$ cat src/rtcsa_regs.vh
// Register map, field positions, reset values and timing figures of the RTC status and interrupt block.
// Assumes a single 50 MHz clock; every time below except the trim interval, which stays a count of seconds, is converted to cycles inside the modules.
`ifndef RTCSA_REGS_VH
`define RTCSA_REGS_VH

`define RTCSA_ADDR_W 4
`define RTCSA_ADDR_TRIM 4'h7
`define RTCSA_ADDR_CTRL_ONE 4'he
`define RTCSA_ADDR_CTRL_TWO 4'hf

`define RTCSA_C1_WEEKLY_EN 7
`define RTCSA_C1_DAILY_EN 6
`define RTCSA_C1_HOUR_FMT 5
`define RTCSA_C1_USER3 4
`define RTCSA_C1_TEST 3
`define RTCSA_C1_PSEL_HI 2
`define RTCSA_C1_PSEL_LO 0

`define RTCSA_C2_LV_SEL 7
`define RTCSA_C2_LV_FLAG 6
`define RTCSA_C2_HALT_FLAG 5
`define RTCSA_C2_USER1 4
`define RTCSA_C2_USER2 3
`define RTCSA_C2_PER_FLAG 2
`define RTCSA_C2_WEEKLY_FLAG 1
`define RTCSA_C2_DAILY_FLAG 0

`define RTCSA_RST_CTRL_ONE 8'h00
`define RTCSA_RST_TRIM 7'h00

`define RTCSA_PSEL_OFF 3'h0
`define RTCSA_PSEL_LOW 3'h1
`define RTCSA_PSEL_2HZ 3'h2
`define RTCSA_PSEL_1HZ 3'h3
`define RTCSA_PSEL_SEC 3'h4
`define RTCSA_PSEL_MIN 3'h5
`define RTCSA_PSEL_HOUR 3'h6
`define RTCSA_PSEL_MONTH 3'h7

`define RTCSA_CLK_HZ 50000000
`define RTCSA_SECOND_MS 1000
`define RTCSA_SAMPLE_MS_X10 78
`define RTCSA_INC_DELAY_US 92
`define RTCSA_TRIM_STEP_NS 61035
`define RTCSA_TRIM_SECONDS 20

`endif

$ cat src/rtcsa_second_gen.v
// Second divider with trim: marks the start of each second, its quarters and the delayed second increment.
// Assumes restart comes from logic on the same clock; the trim code is held stable by the register file.
module rtcsa_second_gen #(
  parameter SEC_CYCLES = 50000000,
  parameter INC_DELAY = 4600,
  parameter TRIM_STEP = 3051,
  parameter TRIM_SECONDS = 20
) (
  input wire clk,
  input wire rst_n,
  input wire restart,
  input wire [6:0] trimCode,
  output reg periodStart,
  output reg secondTick,
  output reg [1:0] quarter
);

  localparam [31:0] QTR = SEC_CYCLES / 4;

  // Positive result lengthens the adjusted second, negative shortens it; neutral codes give zero.
  function signed [31:0] trimAdjust;
    input [6:0] code;
    begin
      trimAdjust = 32'sd0;
      if (code >= 7'h02 && code <= 7'h3f) begin
        trimAdjust = $signed({25'd0, code - 7'h01}) * TRIM_STEP;
      end else if (code >= 7'h42) begin
        trimAdjust = -($signed({25'd0, 7'h00 - code}) * TRIM_STEP);
      end
    end
  endfunction

  reg [31:0] cnt_q;
  reg [4:0] secIdx_q;
  reg [31:0] delayCnt_q;
  reg delayRun_q;
  wire [31:0] periodLen;
  wire lastCycle;

  // Only one second in every trim interval is stretched or squeezed, which keeps the jitter bounded.
  assign periodLen = (secIdx_q == TRIM_SECONDS - 1) ? SEC_CYCLES + trimAdjust(trimCode) : SEC_CYCLES;
  assign lastCycle = (cnt_q >= periodLen - 1);

  always @(posedge clk or negedge rst_n) begin
    if (!rst_n) begin
      cnt_q <= 32'h0000_0000;
      secIdx_q <= 5'h00;
      periodStart <= 1'b0;
      quarter <= 2'h0;
    end else if (restart) begin
      cnt_q <= 32'h0000_0000;
      periodStart <= 1'b0;
      quarter <= 2'h0;
    end else begin
      periodStart <= lastCycle;
      if (lastCycle) begin
        cnt_q <= 32'h0000_0000;
        quarter <= 2'h0;
        secIdx_q <= (secIdx_q == TRIM_SECONDS - 1) ? 5'h00 : secIdx_q + 5'h01;
      end else begin
        cnt_q <= cnt_q + 32'h0000_0001;
        if (cnt_q + 32'h0000_0001 == QTR || cnt_q + 32'h0000_0001 == 2 * QTR || cnt_q + 32'h0000_0001 == 3 * QTR) begin
          quarter <= quarter + 2'h1;
        end
      end
    end
  end

  // The counters advance a fixed delay after the falling edge of the pulse output.
  always @(posedge clk or negedge rst_n) begin
    if (!rst_n) begin
      delayCnt_q <= 32'h0000_0000;
      delayRun_q <= 1'b0;
      secondTick <= 1'b0;
    end else if (restart) begin
      delayCnt_q <= 32'h0000_0000;
      delayRun_q <= 1'b0;
      secondTick <= 1'b0;
    end else begin
      secondTick <= 1'b0;
      if (periodStart) begin
        delayRun_q <= 1'b1;
        delayCnt_q <= 32'h0000_0001;
      end else if (delayRun_q) begin
        if (delayCnt_q >= INC_DELAY) begin
          delayRun_q <= 1'b0;
          secondTick <= 1'b1;
        end else begin
          delayCnt_q <= delayCnt_q + 32'h0000_0001;
        end
      end
    end
  end

endmodule // rtcsa_second_gen

$ cat src/rtcsa_status_irq.v
// Status flags, control registers, alarm comparators and periodic interrupt of the real-time clock.
// Assumes the time counters run on clk and report minute, hour and month starts as one-cycle pulses.
`include "rtcsa_regs.vh"
module rtcsa_status_irq #(
  parameter SEC_CYCLES = `RTCSA_CLK_HZ / 1000 * `RTCSA_SECOND_MS,
  parameter SAMPLE_CYCLES = `RTCSA_CLK_HZ / 10000 * `RTCSA_SAMPLE_MS_X10,
  parameter INC_DELAY = `RTCSA_CLK_HZ / 1000000 * `RTCSA_INC_DELAY_US
) (
  input wire clk,
  input wire rst_n,
  input wire regWrite,
  input wire [`RTCSA_ADDR_W-1:0] regAddr,
  input wire [7:0] regWdata,
  output reg [7:0] regRdata,
  input wire secondsWrite,
  input wire minuteStart,
  input wire hourStart,
  input wire monthStart,
  input wire [2:0] curWeekday,
  input wire [5:0] curHour,
  input wire [6:0] curMinute,
  input wire [6:0] weeklyAlarmDays,
  input wire [5:0] weeklyAlarmHour,
  input wire [6:0] weeklyAlarmMinute,
  input wire [5:0] dailyAlarmHour,
  input wire [6:0] dailyAlarmMinute,
  input wire oscStopped,
  input wire supplyBelowHigh,
  input wire supplyBelowLow,
  output wire secondTick,
  output reg monitorActive,
  output wire hourFormat,
  input wire irqPinAIn,
  output wire irqPinAOut,
  output reg irqPinAOe,
  input wire irqPinBIn,
  output wire irqPinBOut,
  output reg irqPinBOe
);

  localparam [63:0] TRIM_STEP_64 = 64'd`RTCSA_TRIM_STEP_NS * SEC_CYCLES / 64'd1000000000;
  localparam TRIM_STEP = (TRIM_STEP_64 < 64'd1) ? 1 : TRIM_STEP_64[31:0];

  // One-hot view of the periodic output mode.
  localparam [2:0] MODE_OFF = 3'b001;
  localparam [2:0] MODE_PULSE = 3'b010;
  localparam [2:0] MODE_LEVEL = 3'b100;

  function hitAddr;
    input [`RTCSA_ADDR_W-1:0] addr;
    input [`RTCSA_ADDR_W-1:0] target;
    begin
      hitAddr = (addr == target);
    end
  endfunction

  // Two-flop synchronisers for the analog detector levels.
  wire [2:0] rawIn;
  wire [2:0] syncIn;
  assign rawIn = {oscStopped, supplyBelowHigh, supplyBelowLow};
  genvar g;
  generate
    for (g = 0; g < 3; g = g + 1) begin : gSync
      reg meta_q;
      reg sync_q;
      always @(posedge clk or negedge rst_n) begin
        if (!rst_n) begin
          meta_q <= 1'b0;
          sync_q <= 1'b0;
        end else begin
          meta_q <= rawIn[g];
          sync_q <= meta_q;
        end
      end
      assign syncIn[g] = sync_q;
    end
  endgenerate
  wire haltEvent;
  wire belowHigh;
  wire belowLow;
  assign haltEvent = syncIn[2];
  assign belowHigh = syncIn[1];
  assign belowLow = syncIn[0];

  reg [7:0] ctrlOne_q;
  reg [6:0] trim_q;
  reg lvSel_q;
  reg lvFlag_q;
  reg haltFlag_q;
  reg user1_q;
  reg user2_q;
  reg perFlag_q;
  reg weeklyFlag_q;
  reg dailyFlag_q;
  reg [31:0] winCnt_q;
  reg winActive_q;

  wire periodStart;
  wire [1:0] quarter;
  wire [2:0] perSel;
  wire wrOne;
  wire wrTwo;
  wire wrTrim;
  assign perSel = ctrlOne_q[`RTCSA_C1_PSEL_HI:`RTCSA_C1_PSEL_LO];
  assign wrOne = regWrite && hitAddr(regAddr, `RTCSA_ADDR_CTRL_ONE);
  assign wrTwo = regWrite && hitAddr(regAddr, `RTCSA_ADDR_CTRL_TWO);
  assign wrTrim = regWrite && hitAddr(regAddr, `RTCSA_ADDR_TRIM);
  assign hourFormat = ctrlOne_q[`RTCSA_C1_HOUR_FMT];

  rtcsa_second_gen #(
    .SEC_CYCLES(SEC_CYCLES),
    .INC_DELAY(INC_DELAY),
    .TRIM_STEP(TRIM_STEP),
    .TRIM_SECONDS(`RTCSA_TRIM_SECONDS)
  ) uSecond (
    .clk(clk),
    .rst_n(rst_n),
    .restart(secondsWrite),
    .trimCode(trim_q),
    .periodStart(periodStart),
    .secondTick(secondTick),
    .quarter(quarter)
  );

  reg [2:0] mode;
  always @* begin
    case (perSel)
      `RTCSA_PSEL_OFF, `RTCSA_PSEL_LOW: mode = MODE_OFF;
      `RTCSA_PSEL_2HZ, `RTCSA_PSEL_1HZ: mode = MODE_PULSE;
      default: mode = MODE_LEVEL;
    endcase
  end

  // Level-mode boundary events; the boundary pulses arrive with the counters already at 00 seconds.
  reg levelEvent;
  always @* begin
    case (perSel)
      `RTCSA_PSEL_SEC: levelEvent = secondTick;
      `RTCSA_PSEL_MIN: levelEvent = minuteStart;
      `RTCSA_PSEL_HOUR: levelEvent = hourStart;
      `RTCSA_PSEL_MONTH: levelEvent = monthStart;
      default: levelEvent = 1'b0;
    endcase
  end

  // Pulse output is low in the first half of each second (1 Hz) or each half second (2 Hz).
  reg pulseLow;
  always @* begin
    case (perSel)
      `RTCSA_PSEL_2HZ: pulseLow = ~quarter[0];
      `RTCSA_PSEL_1HZ: pulseLow = ~quarter[1];
      default: pulseLow = 1'b0;
    endcase
  end

  wire perSet;
  assign perSet = (mode == MODE_LEVEL) ? levelEvent : ((mode == MODE_PULSE) && periodStart);

  // Alarms are compared only on a minute change, so a whole matching minute sets a flag once.
  wire weeklyMatch;
  wire dailyMatch;
  wire weeklySet;
  wire dailySet;
  assign weeklyMatch = weeklyAlarmDays[curWeekday] && curHour == weeklyAlarmHour && curMinute == weeklyAlarmMinute;
  assign dailyMatch = curHour == dailyAlarmHour && curMinute == dailyAlarmMinute;
  assign weeklySet = minuteStart && weeklyMatch && ctrlOne_q[`RTCSA_C1_WEEKLY_EN];
  assign dailySet = minuteStart && dailyMatch && ctrlOne_q[`RTCSA_C1_DAILY_EN];

  // The detector is only trusted while the crystal runs, and the chosen threshold decides the trip.
  wire lvSet;
  assign lvSet = winActive_q && !haltFlag_q && (lvSel_q ? belowLow : belowHigh);

  // Write-zero clears; a hardware set in the same cycle wins over the clear.
  function clearKeep;
    input flag;
    input setIt;
    input wr;
    input bitVal;
    begin
      clearKeep = setIt | (flag & ~(wr & ~bitVal));
    end
  endfunction

  always @(posedge clk or negedge rst_n) begin
    if (!rst_n) begin
      ctrlOne_q <= `RTCSA_RST_CTRL_ONE;
      trim_q <= `RTCSA_RST_TRIM;
      haltFlag_q <= 1'b1;
      lvSel_q <= 1'b0;
      lvFlag_q <= 1'b0;
      user1_q <= 1'b0;
      user2_q <= 1'b0;
      perFlag_q <= 1'b0;
      weeklyFlag_q <= 1'b0;
      dailyFlag_q <= 1'b0;
    end else if (haltEvent) begin
      // A stopped crystal means the stored settings are unreliable, so they are forced back to defaults.
      haltFlag_q <= 1'b1;
      ctrlOne_q <= `RTCSA_RST_CTRL_ONE;
      trim_q <= `RTCSA_RST_TRIM;
      lvSel_q <= 1'b0;
      lvFlag_q <= 1'b0;
      user1_q <= 1'b0;
      user2_q <= 1'b0;
      perFlag_q <= 1'b0;
      weeklyFlag_q <= 1'b0;
      dailyFlag_q <= 1'b0;
    end else begin
      if (wrOne) begin
        ctrlOne_q <= regWdata;
      end
      if (wrTrim) begin
        trim_q <= regWdata[6:0];
      end
      if (wrTwo) begin
        lvSel_q <= regWdata[`RTCSA_C2_LV_SEL];
        user1_q <= regWdata[`RTCSA_C2_USER1];
        user2_q <= regWdata[`RTCSA_C2_USER2];
      end
      haltFlag_q <= clearKeep(haltFlag_q, 1'b0, wrTwo, regWdata[`RTCSA_C2_HALT_FLAG]);
      lvFlag_q <= haltFlag_q ? 1'b0 : clearKeep(lvFlag_q, lvSet, wrTwo, regWdata[`RTCSA_C2_LV_FLAG]);
      perFlag_q <= clearKeep(perFlag_q, perSet, wrTwo, regWdata[`RTCSA_C2_PER_FLAG]);
      weeklyFlag_q <= clearKeep(weeklyFlag_q, weeklySet, wrTwo, regWdata[`RTCSA_C2_WEEKLY_FLAG]);
      dailyFlag_q <= clearKeep(dailyFlag_q, dailySet, wrTwo, regWdata[`RTCSA_C2_DAILY_FLAG]);
    end
  end

  // Sampling window opens at each second start and is skipped entirely while a drop is recorded.
  always @(posedge clk or negedge rst_n) begin
    if (!rst_n) begin
      winCnt_q <= 32'h0000_0000;
      winActive_q <= 1'b0;
      monitorActive <= 1'b0;
    end else begin
      if (lvFlag_q || lvSet) begin
        winActive_q <= 1'b0;
        winCnt_q <= 32'h0000_0000;
      end else if (periodStart) begin
        winActive_q <= 1'b1;
        winCnt_q <= 32'h0000_0001;
      end else if (winActive_q) begin
        if (winCnt_q >= SAMPLE_CYCLES) begin
          winActive_q <= 1'b0;
        end else begin
          winCnt_q <= winCnt_q + 32'h0000_0001;
        end
      end
      monitorActive <= winActive_q;
    end
  end

  // Pin drivers; registered so each pin changes cleanly one cycle after its cause.
  wire perLow;
  assign perLow = (perSel == `RTCSA_PSEL_LOW) || ((mode == MODE_PULSE) && pulseLow) ||
                  ((mode == MODE_LEVEL) && perFlag_q);
  always @(posedge clk or negedge rst_n) begin
    if (!rst_n) begin
      irqPinAOe <= 1'b0;
      irqPinBOe <= 1'b0;
    end else begin
      irqPinAOe <= (dailyFlag_q && ctrlOne_q[`RTCSA_C1_DAILY_EN]) || perLow;
      irqPinBOe <= weeklyFlag_q && ctrlOne_q[`RTCSA_C1_WEEKLY_EN];
    end
  end
  // The drivers never source current; the pull-up returns the line high.
  assign irqPinAOut = 1'b0;
  assign irqPinBOut = 1'b0;

  // Read path; unmapped addresses read zero and reads have no side effects.
  always @(posedge clk or negedge rst_n) begin
    if (!rst_n) begin
      regRdata <= 8'h00;
    end else if (hitAddr(regAddr, `RTCSA_ADDR_CTRL_ONE)) begin
      regRdata <= ctrlOne_q;
    end else if (hitAddr(regAddr, `RTCSA_ADDR_CTRL_TWO)) begin
      regRdata <= {lvSel_q, lvFlag_q, haltFlag_q, user1_q, user2_q, perFlag_q, weeklyFlag_q, dailyFlag_q};
    end else if (hitAddr(regAddr, `RTCSA_ADDR_TRIM)) begin
      regRdata <= {1'b0, trim_q};
    end else begin
      regRdata <= 8'h00;
    end
  end

endmodule // rtcsa_status_irq

$ cat config.mk
export PLATFORM = sky130hd
export DESIGN_NAME = rtcsa_status_irq
export DESIGN_NICKNAME = d
export VERILOG_FILES = /design/src/rtcsa_second_gen.v /design/src/rtcsa_status_irq.v
export VERILOG_INCLUDE_DIRS = /design/src
export SDC_FILE = /design/constraint.sdc
export NUM_CORES = 1
export LEC_CHECK = 0
export BUFFER_PORTS_ARGS = -buffer_cell sky130_fd_sc_hd__buf_2
export CAP_MARGIN = 10
export CORE_MARGIN = 3
export CORE_UTILIZATION = 49
export CTS_CLUSTER_DIAMETER = 30
export CTS_CLUSTER_SIZE = 30
export DETAILED_ROUTE_END_ITERATION = 12
export PLACE_DENSITY_LB_ADDON = 0.1
export SYNTH_ARGS = -nofsm -noshare
export SYNTH_HDL_FRONTEND = slang
export SYNTH_SLANG_ARGS = --single-unit
$ cat constraint.sdc
create_clock -name clk -period 16.7 [get_ports clk]
set_clock_uncertainty 0.15 [all_clocks]
set_input_delay 3.34 -clock clk [delete_from_list [all_inputs] [get_ports clk]]
set_output_delay 3.34 -clock clk [all_outputs]
set_load 0.01 [all_outputs]
# --- Word level (Yosys, flattened, before mapping) ---
# Index checks and enable logic that the tools add are counted.
op_classes:
  add_sub_neg: 10
  n_mul: 2
  div: 0
  order_cmp: 7
  n_eq_ne: 22
  n_shift: 0
  muxes: 56
  bitwise: 27
  reduce_logical: 37
ops:
  columns: ["operator", "count"]
  rows:
  - ["2-to-1 mux 32 bit", 13]
  - ["adder 32 x 1 -> 32 bit (second input constant)", 3]
  - ["multiplier 7 x 12 -> 19 bit (second input constant)", 2]
  - ["adder 27 x 32 -> 32 bit (first input constant)", 1]
  - ["== test 32 x 24 -> 1 bit (second input constant)", 1]
  - ["== test 32 x 25 -> 1 bit (second input constant)", 1]
  - ["== test 32 x 26 -> 1 bit (second input constant)", 1]
  - [">= comparator 32 x 13 -> 1 bit (second input constant)", 1]
  - [">= comparator 32 x 19 -> 1 bit (second input constant)", 1]
  - [">= comparator 32 bit", 1]
  - ["2-to-1 mux 8 bit", 4]
  - ["negation 19 -> 32 bit", 1]
  - ["subtractor 32 x 1 -> 32 bit (second input constant)", 1]
  - ["2-to-1 mux 1 bit", 28]
  - ["2-to-1 mux 7 bit", 3]
  - ["logical AND 1 bit", 18]
  - ["== test 3 bit (second input constant)", 5]
  - ["== test 7 bit", 2]
  - ["NOT 1 bit", 13]
  - ["== test 6 bit", 2]
  - ["AND 1 bit", 10]
  - ["== test 3 x 2 -> 1 bit (second input constant)", 3]
  - ["nonzero test 3 bit", 3]
  - ["== test 4 bit (second input constant)", 2]
  - ["other kinds (25)", 41]
totals:
  regBits: 147
  latch_bits: 0
  ram_bits: 0
  rom_bits: 0
  inputBits: 73
  out_inout_bits: 15
  elab_cells: 190
  n_memories: 0

# --- Depth between registers and ports, before layout ---
# Gate-level depths: netlist of run 1.
depth:
  ltp_word: 11
  ltp_mapped: 41

# --- Modules after synthesis ---
# From an unflattened synthesis of run 1, not the netlist that was laid out.
unflattened:
  cells_unflattened: 1521
  area_unflattened_um2: 13482.9
modules_own_cells:
  columns: ["module", "instances", "cells_each", "area_each_um2", "seq_area_each_um2"]
  rows:
  - ["rtcsa_second_gen", 1, 1181, 9989.6, 1851.8]
  - ["rtcsa_status_irq", 1, 340, 3493.4, 1828.0]

# --- Worst setup path after synthesis of run 1 ---
# Ideal clock, no wire load.
synth_timing:
  path_kind: "flip-flop to flip-flop"
  from: "register trim_q[0]"
  to: "register uSecond.secIdx_q[2]"
  setup_ns: 0.125
  arrival_time_ns: 9.560
  t_required_ns: 16.425
  path_slack_ns: 6.865
  stages_incl_launch_ff: 39
  synth_period_minus_slack_ns: 9.835
  path_cell_list: "dfrtp_1 > clkbuf_1 > nor3_1 > nor3b_1 > xor2_1 > inv_1 > ha_1 > xor2_1 > ha_1 > fa_1 > inv_1 > fa_1 > inv_1 > ha_1 > a21oi_1 > mux2_2 > or4_1 > nor2_1 > [3 not listed] > nand4_1 > or4_4 > o311ai_4 > nand2_2 > nor3_1 > xor2_1 > ha_1 > a21o_1 > a21o_1 > a21o_1 > a21o_1 > a21o_1 > a21oi_1 > nor2b_1 > a2111o_1 > a21o_1 > nand2_1 > mux2_2"
synth_between:
  elab_chain_cells: 10
  word_cells_on_any_way: 16
  classes_between: "add/sub: 5; mul: 2; order compare: 4; mux: 3; reduce/logical: 2"
synth_lines:
  columns: ["element", "line", "source"]
  rows:
  - ["start, declared", "rtcsa_status_irq.v:86", "reg [6:0] trim_q;"]
  - ["start signal, assigned", "rtcsa_status_irq.v:187", "trim_q <= `RTCSA_RST_TRIM;"]
  - ["start signal, assigned", "rtcsa_status_irq.v:200", "trim_q <= `RTCSA_RST_TRIM;"]
  - ["start signal, assigned", "rtcsa_status_irq.v:213", "trim_q <= regWdata[6:0];"]
  - ["subtractor 1 x 7 -> 7 bit", "rtcsa_second_gen.v:28", "trimAdjust = -($signed({25'd0, 7'h00 - code}) * TRIM_STEP);"]
  - ["multiplier 7 x 12 -> 19 bit", "rtcsa_second_gen.v:28", null]
  - ["negation 19 -> 32 bit", "rtcsa_second_gen.v:28", null]
  - ["2-to-1 mux 32 bit", "rtcsa_second_gen.v:27", "end else if (code >= 7'h42) begin"]
  - ["2-to-1 mux 32 bit (*)", "rtcsa_second_gen.v:25", "if (code >= 7'h02 && code <= 7'h3f) begin"]
  - ["adder 27 x 32 -> 32 bit (*)", "rtcsa_second_gen.v:41", "assign periodLen = (secIdx_q == TRIM_SECONDS - 1) ? SEC_CYCLES + trimAdjust(trimCode) : SEC_CYCLES;"]
  - ["2-to-1 mux 32 bit (*)", "rtcsa_second_gen.v:41", null]
  - ["subtractor 32 x 1 -> 32 bit (*)", "rtcsa_second_gen.v:42", "assign lastCycle = (cnt_q >= periodLen - 1);"]
  - [">= comparator 32 bit (*)", "rtcsa_second_gen.v:42", null]
  - ["AND reduction 2 bit (no source line) (*)", null, null]
  - ["end signal, assigned", "rtcsa_second_gen.v:59", "secIdx_q <= (secIdx_q == TRIM_SECONDS - 1) ? 5'h00 : secIdx_q + 5'h01;"]
  - ["end, declared", "rtcsa_second_gen.v:34", "reg [4:0] secIdx_q;"]
# Mark *: on every way between the ends. The rest lies on a longest branch, timed or not.
# A chain may end at the register's enable or synchronous reset.

# --- Final worst setup path of run 1 ---
layout_timing:
  from: "register trim_q[0]"
  to: "register uSecond.cnt_q[10]"
layout_between:
  elab_chain_cells: 11
  word_cells_on_any_way: 17
  classes_between: "add/sub: 5; mul: 2; order compare: 4; mux: 5; reduce/logical: 1"
layout_lines:
  columns: ["element", "line", "source"]
  rows:
  - ["subtractor 1 x 7 -> 7 bit", "rtcsa_second_gen.v:28", null]
  - ["multiplier 7 x 12 -> 19 bit", "rtcsa_second_gen.v:28", null]
  - ["negation 19 -> 32 bit", "rtcsa_second_gen.v:28", null]
  - ["2-to-1 mux 32 bit", "rtcsa_second_gen.v:27", null]
  - ["2-to-1 mux 32 bit (*)", "rtcsa_second_gen.v:25", null]
  - ["adder 27 x 32 -> 32 bit (*)", "rtcsa_second_gen.v:41", null]
  - ["2-to-1 mux 32 bit (*)", "rtcsa_second_gen.v:41", null]
  - ["subtractor 32 x 1 -> 32 bit (*)", "rtcsa_second_gen.v:42", null]
  - [">= comparator 32 bit (*)", "rtcsa_second_gen.v:42", null]
  - ["2-to-1 mux 32 bit (*)", "rtcsa_second_gen.v:56", "if (lastCycle) begin"]
  - ["2-to-1 mux 32 bit (*)", "rtcsa_second_gen.v:50", "end else if (restart) begin"]
  - ["end signal, assigned", "rtcsa_second_gen.v:61", "cnt_q <= cnt_q + 32'h0000_0001;"]
  - ["end, declared", "rtcsa_second_gen.v:33", "reg [31:0] cnt_q;"]
# Marked as above.

==> impl_metrics.tcl, run 1 <==
set metrics [dict create \
    grt_use_total 0.214 \
    diodes 0 \
    critPathKind "register to register" \
    multi_input_area_um2 8540 \
    syn_to_final_growth_pct 10.2 \
    ant_nets 0 \
    cts_buffers 17 \
    die_x_um 169 \
    cts_buffer_depth 2 \
    io_buffers 83 \
    wl_per_cell_um 16.0 \
    totalNegativeSetupSlack_ns 0 \
    cp.required_ns 16.90 \
    layout_common_cells "151 x inv_1, 146 x dfrtp_1, 133 x ha_1" \
    reg2reg_slack_ns 6.30 \
    path_depth 36 \
    cts_root_buf "clkbuf_16" \
    path_buf_inv 6 \
    rr_endpoint "uSecond.cnt_q[10]$_DFF_PN0_" \
    synth-simple-area-share 0.204 \
    wl_um 29800 \
    grt_antenna_before_repair 0 \
    drc 0 \
    routed-via-count 10200 \
    hold_path_end "belowLow$_DFF_PN0_" \
    die-area_um2 28500 \
    drv_slew 0 \
    critPathArrivalTime_ns 10.60 \
    grt_pass1_vias 10200 \
    yosysTopAreaCellShare 0.281 \
    slew_headroom 0.367 \
    p_leak_nw 7.07 \
    clock_sinks 147 \
    dp.cells 1827 \
    synth_edf_count 0 \
    fin_util 0.559 \
    ys_seq_area_frac 0.283 \
    post-cts-setup-buffers 0 \
    async_reset_ff_frac 1.00 \
    holdWs_ns 0.201 \
    cpLargestDelayFamily "adder cells" \
    gr-total-overflow 0 \
    grt_pass1_wl_um 50300 \
    core_region_area_um2 25600 \
    rsz0062_at_grt "no" \
    hold_depth 0 \
    muxShareOfSynthArea 0.0162 \
    cts_resized 0 \
    status "finished, final reports clean" \
    max_cap_viol_count 0 \
    synth_flop_cell "dfrtp_1" \
    io_pins 88 \
    min_period_ns 10.40 \
    ys_types 83 \
    worst_path_max_delay_cell "xnor2_1" \
    start_util 0.507 \
    grt_max_degree 95 \
    min_path_type "register to register" \
    fp-row-count 58 \
    clk_latency_ns 0.43 \
    synth_seq_cells 147 \
    synth_area_leader_cell "dfrtp_1" \
    slowest_delay_ns 0.70 \
    min_period_over_period 0.623 \
    startpoint_type "register" \
    drt_iter0_drc 517 \
    cts-htree-levels 4 \
    regArea_um2 3680 \
    dr.pass1.iters 5 \
    ir_drop_mv 0.0659 \
    finalHoldViolCount 0 \
    clkTransAtPathRegs_ns 0.07 \
    synthAdderAreaFrac 0.207 \
    synth_compound_area_frac 0.128 \
    hold_path_startpoint "gSync[0].meta_q$_DFF_PN0_" \
    syn_area_um2 13000 \
    p_per_area_nw_per_um2 117 \
    synthTopCellsByArea "dfrtp_1 28%, ha_1 13%, fa_1 7.9%" \
    postSynthCellCount 1448 \
    rr_worst_depth 36 \
    reg2reg_from "trim_q[0]$_DFFE_PN0P_" \
    fin_nets 1774 \
    drive_above_1_share 0.103 \
    endpoint_kind "register" \
    fp.dieH_um 169 \
    ctsHoldBuffers 0 \
    synth_xor_area_frac 0.103 \
    cts_tree "built" \
    synth_area_per_cell_um2 8.97 \
    stdcell_count 1860 \
    fmax_ghz 0.0961 \
    place_hpwl_um 22900 \
    tightestPinTransition_ns 0.947 \
    synth_top_family_by_area "adder cells" \
    fillers 2327 \
    ys_warn_count 0 \
    crit_fanout 32 \
    gp_congestion 0.885 \
    setup_viol 0 \
    final_common_cell "inv_1" \
    via_per_inst 5.50 \
]
-- where the power goes --
part	internal (mW)	switching, mW
Clock	0.232	0.176
Sequential	0.364	0.00993
Combinational	0.365	0.532
-- synth_stat cells, types with 4 or more instances --
master	n
or4_1	9
a31oi_1	12
nand4b_1	4
clkbuf_1	32
o21bai_1	8
nor2b_1	11
o21ai_0	40
and3_1	27
a222oi_1	7
fa_1	51
nand3_1	57
dfrtp_1	146
nand4_1	34
o211ai_1	11
a311oi_1	4
o22ai_1	8
mux2i_1	12
nand3b_1	4
o21a_1	8
nor3b_1	9
nor4_1	14
nand2_1	98
mux2_2	6
nand2b_1	8
nor3_1	19
xor2_1	66
or3_1	7
nor2_1	132
inv_1	151
or2_2	10
a211oi_1	7
ha_1	133
a21o_1	33
xnor2_1	86
a22o_1	5
and2_1	39
a21oi_1	67
and4_1	9
-- layer usage --
layer | vias up | wire length [um] | global-route usage
li1 | 5148 | - | -
met1 | 4864 | 14400 | 0.299
met2 | 173 | 13900 | 0.348
met3 | 40 | 884 | 0.0273
met4 | 0 | 657 | 0.0676
met5 | - | 0 | 0
-- through the flow --
stage                     instance area (um2)  total power [mW]  setup WS [ns]
after floorplan                         13000              1.06           6.87
after global placement                  13700              1.26           6.33
after detailed placement                13700              1.27           6.30
after CTS                               14300              1.68           6.22
after global routing                    14300              1.81           5.52
final                                   14300              1.68           6.30
-- final cells by class --
class                   instances  share of cell area
multi-input cells            1108               0.597
clock inverters                14              0.0128
flip-flops and latches        147               0.257
repair buffers                 92              0.0340
inverters                     151              0.0396
well taps                     330              0.0289
clock buffers                  18              0.0307
-- flip-flops by register name (all words and copies together), names as in the netlist, 3 cells and up --
name                count
uSecond.cnt_q          32
gSync.meta_q            3
winCnt_q               32
ctrlOne_q               8
uSecond.secIdx_q        5
trim_q                  7
uSecond.delayCnt_q     32
regRdata                8
-- kinds of logic after synthesis --
logic type | count (synthesis)
buffers and inverters | 194
other | 1
and+or+nand+nor | 509
AOI/OAI and AO/OA | 242
adders and majority gates | 184
DFF | 147
muxes | 19
xor gates and xnor gates | 152
-- worst max-delay path by stage --
| stage | slack, ns | startpoint | to |
|---|---|---|---|
| after floorplan | 6.87 | trim_q[0]$_DFFE_PN0P_ | uSecond.secIdx_q[2]$_DFFE_PN0P_ |
| after global placement | 6.33 | trim_q[0]$_DFFE_PN0P_ | uSecond.secIdx_q[2]$_DFFE_PN0P_ |
| after detailed placement | 6.30 | trim_q[0]$_DFFE_PN0P_ | uSecond.cnt_q[10]$_DFF_PN0_ |
| after CTS | 6.22 | trim_q[0]$_DFFE_PN0P_ | uSecond.cnt_q[10]$_DFF_PN0_ |
| after global routing | 5.52 | trim_q[0]$_DFFE_PN0P_ | uSecond.cnt_q[10]$_DFF_PN0_ |
| final | 6.30 | trim_q[0]$_DFFE_PN0P_ | uSecond.cnt_q[10]$_DFF_PN0_ |
(Power assumes the default switching activity.)
==> inputs of run 2 (changes only) <==
==> constraint.sdc (replaced) <==
create_clock -name clk -period 9.71 [get_ports clk]
set_clock_uncertainty 0.15 [all_clocks]
set_input_delay 1.942 -clock clk [delete_from_list [all_inputs] [get_ports clk]]
set_output_delay 1.942 -clock clk [all_outputs]
set_load 0.01 [all_outputs]
==> impl_metrics.tcl, run 2 (same netlist as run 1, synthesis figures left out) <==
set metrics [dict create \
    ctsHoldBuffers 0 \
    final_common_cell "inv_1" \
    holdWs_ns 0.184 \
    place_hpwl_um 22900 \
    rr_worst_depth 36 \
    slowest_delay_ns 0.60 \
    path_buf_inv 5 \
    seq_power_share 0.223 \
    cts_buffer_depth 2 \
    crit_fanout 6 \
    fin_util 0.572 \
    pwr-share-clk 0.223 \
    p_per_area_nw_per_um2 197 \
    gp_congestion 0.869 \
    fp-row-count 58 \
    clock_sinks 147 \
    drc 0 \
    die-area_um2 28500 \
    clk_latency_ns 0.43 \
    diodes 0 \
    reg_top3 "uSecond.cnt_q (32), uSecond.delayCnt_q (32), winCnt_q (32)" \
    grt_pass1_wl_um 51100 \
    dp.cells 1855 \
    p_leak_nw 7.25 \
    reg2reg_slack_ns 0.49 \
    drv_slew 0 \
    start_util 0.507 \
    endpoint "uSecond.secIdx_q[2]$_DFFE_PN0P_" \
    routed-via-count 10300 \
    startpoint "trim_q[0]$_DFFE_PN0P_" \
    ant_nets 0 \
    layout_common_cells "148 x inv_1, 145 x dfrtp_1, 132 x nor2_1" \
    finalHoldViolCount 0 \
    p_int_mw 1.64 \
    min_period_over_period 0.949 \
    gr-total-overflow 0 \
    critPathKind "register to register" \
    switching_share 0.432 \
    clkTransAtPathRegs_ns 0.08 \
    io_buffers 83 \
    drive_above_1_share 0.135 \
    setup_viol 0 \
    wl_per_cell_um 15.7 \
    stdcell_count 1893 \
    grt_max_degree 84 \
    cts-htree-levels 4 \
    ir_drop_mv 0.161 \
    cts_root_buf "clkbuf_16" \
    wl_um 29700 \
    startpoint_type "register" \
    grt_use_total 0.217 \
    syn_to_final_growth_pct 12.9 \
    core_region_area_um2 25600 \
    cts_tree "built" \
    power.switching_mw 1.25 \
    via_per_inst 5.46 \
    totalNegativeSetupSlack_ns 0 \
    path_depth 36 \
    critPathArrivalTime_ns 9.37 \
    p_comb_frac 0.554 \
    rsz0062_at_grt "no" \
    min_period_ns 9.22 \
    fin_nets 1807 \
    grt_pass1_vias 10300 \
    min_path_type "register to register" \
    critPathMostFrequentCell "a21o_1" \
    die_x_um 169 \
    status "finished, final reports clean" \
    grt_antenna_before_repair 0 \
    fp.dieH_um 169 \
    cp.required_ns 9.87 \
    rr_endpoint "uSecond.secIdx_q[2]$_DFFE_PN0P_" \
    endpoint_kind "register" \
    cpLargestDelayFamily "adder cells" \
    slew_headroom 0.392 \
    reg2reg_from "trim_q[0]$_DFFE_PN0P_" \
    io_pins 88 \
    dr.pass1.iters 5 \
    fmax_ghz 0.109 \
    worst_path_max_delay_cell "fa_1" \
    cts_buffers 17 \
    max_cap_viol_count 0 \
    drt_iter0_drc 575 \
    tightestPinTransition_ns 0.905 \
]
run 2: metal layers:
layer,wire (um),part of all wire,up-vias,GRT usage
met2,13900,0.47,141,0.351
met1,14700,0.49,4971,0.315
met4,294,0.0099,0,0.0423
met3,833,0.028,18,0.0266
met5,0,0,-,0
li1,-,-,5206,-
run 2: power groups by stage:
stage	clock (mW)	sequential (mW)	combinational, mW
finish	0.646	0.644	1.60
global route	0.691	0.645	1.80
CTS	0.664	0.643	1.57
detailed placement	0	0.654	1.55
global placement	0	0.654	1.54
floorplan	0	0.649	1.17
run 2: repair_timing:
item / CTS / global route
resized for setup: 0 / 24
endpoints found under the setup margin: 0 / 40
endpoints found under the hold margin: 0 / 0
setup buffers: 0 / 6
run 2: how the worst min path moves through the flow:
stage / from / endpoint / slack [ns] / depth (start not counted)
5_1_grt: gSync[0].meta_q$_DFF_PN0_ / belowLow$_DFF_PN0_ / 0.20 / 0
6_report: gSync[0].meta_q$_DFF_PN0_ / belowLow$_DFF_PN0_ / 0.18 / 0
2_1_floorplan: gSync[1].meta_q$_DFF_PN0_ / belowHigh$_DFF_PN0_ / 0.18 / 0
4_1_cts: gSync[0].meta_q$_DFF_PN0_ / belowLow$_DFF_PN0_ / 0.19 / 0
3_3_place_gp: gSync[0].meta_q$_DFF_PN0_ / belowLow$_DFF_PN0_ / 0.18 / 0
3_5_place_dp: gSync[1].meta_q$_DFF_PN0_ / belowHigh$_DFF_PN0_ / 0.19 / 0
run 2: stage by stage:
| stage | setup WS [ns] | power (mW) | instance area (um2) |
|---|---|---|---|
| global route | 0.00921 | 3.14 | 14700 |
| global placement | 0.186 | 2.20 | 13900 |
| floorplan | 0.0189 | 1.82 | 13000 |
| finish | 0.494 | 2.89 | 14700 |
| CTS | 0.123 | 2.87 | 14500 |
| detailed placement | 0.173 | 2.21 | 13900 |
run 2: final cells by class:
class	instances	area, um2
clock buffer	17	425
clock inverter	15	156
fill	2344	11000
inverter	151	569
multi-input combinational	1108	8660
sequential	147	3680
tap	330	413
timing repair buffer	125	749
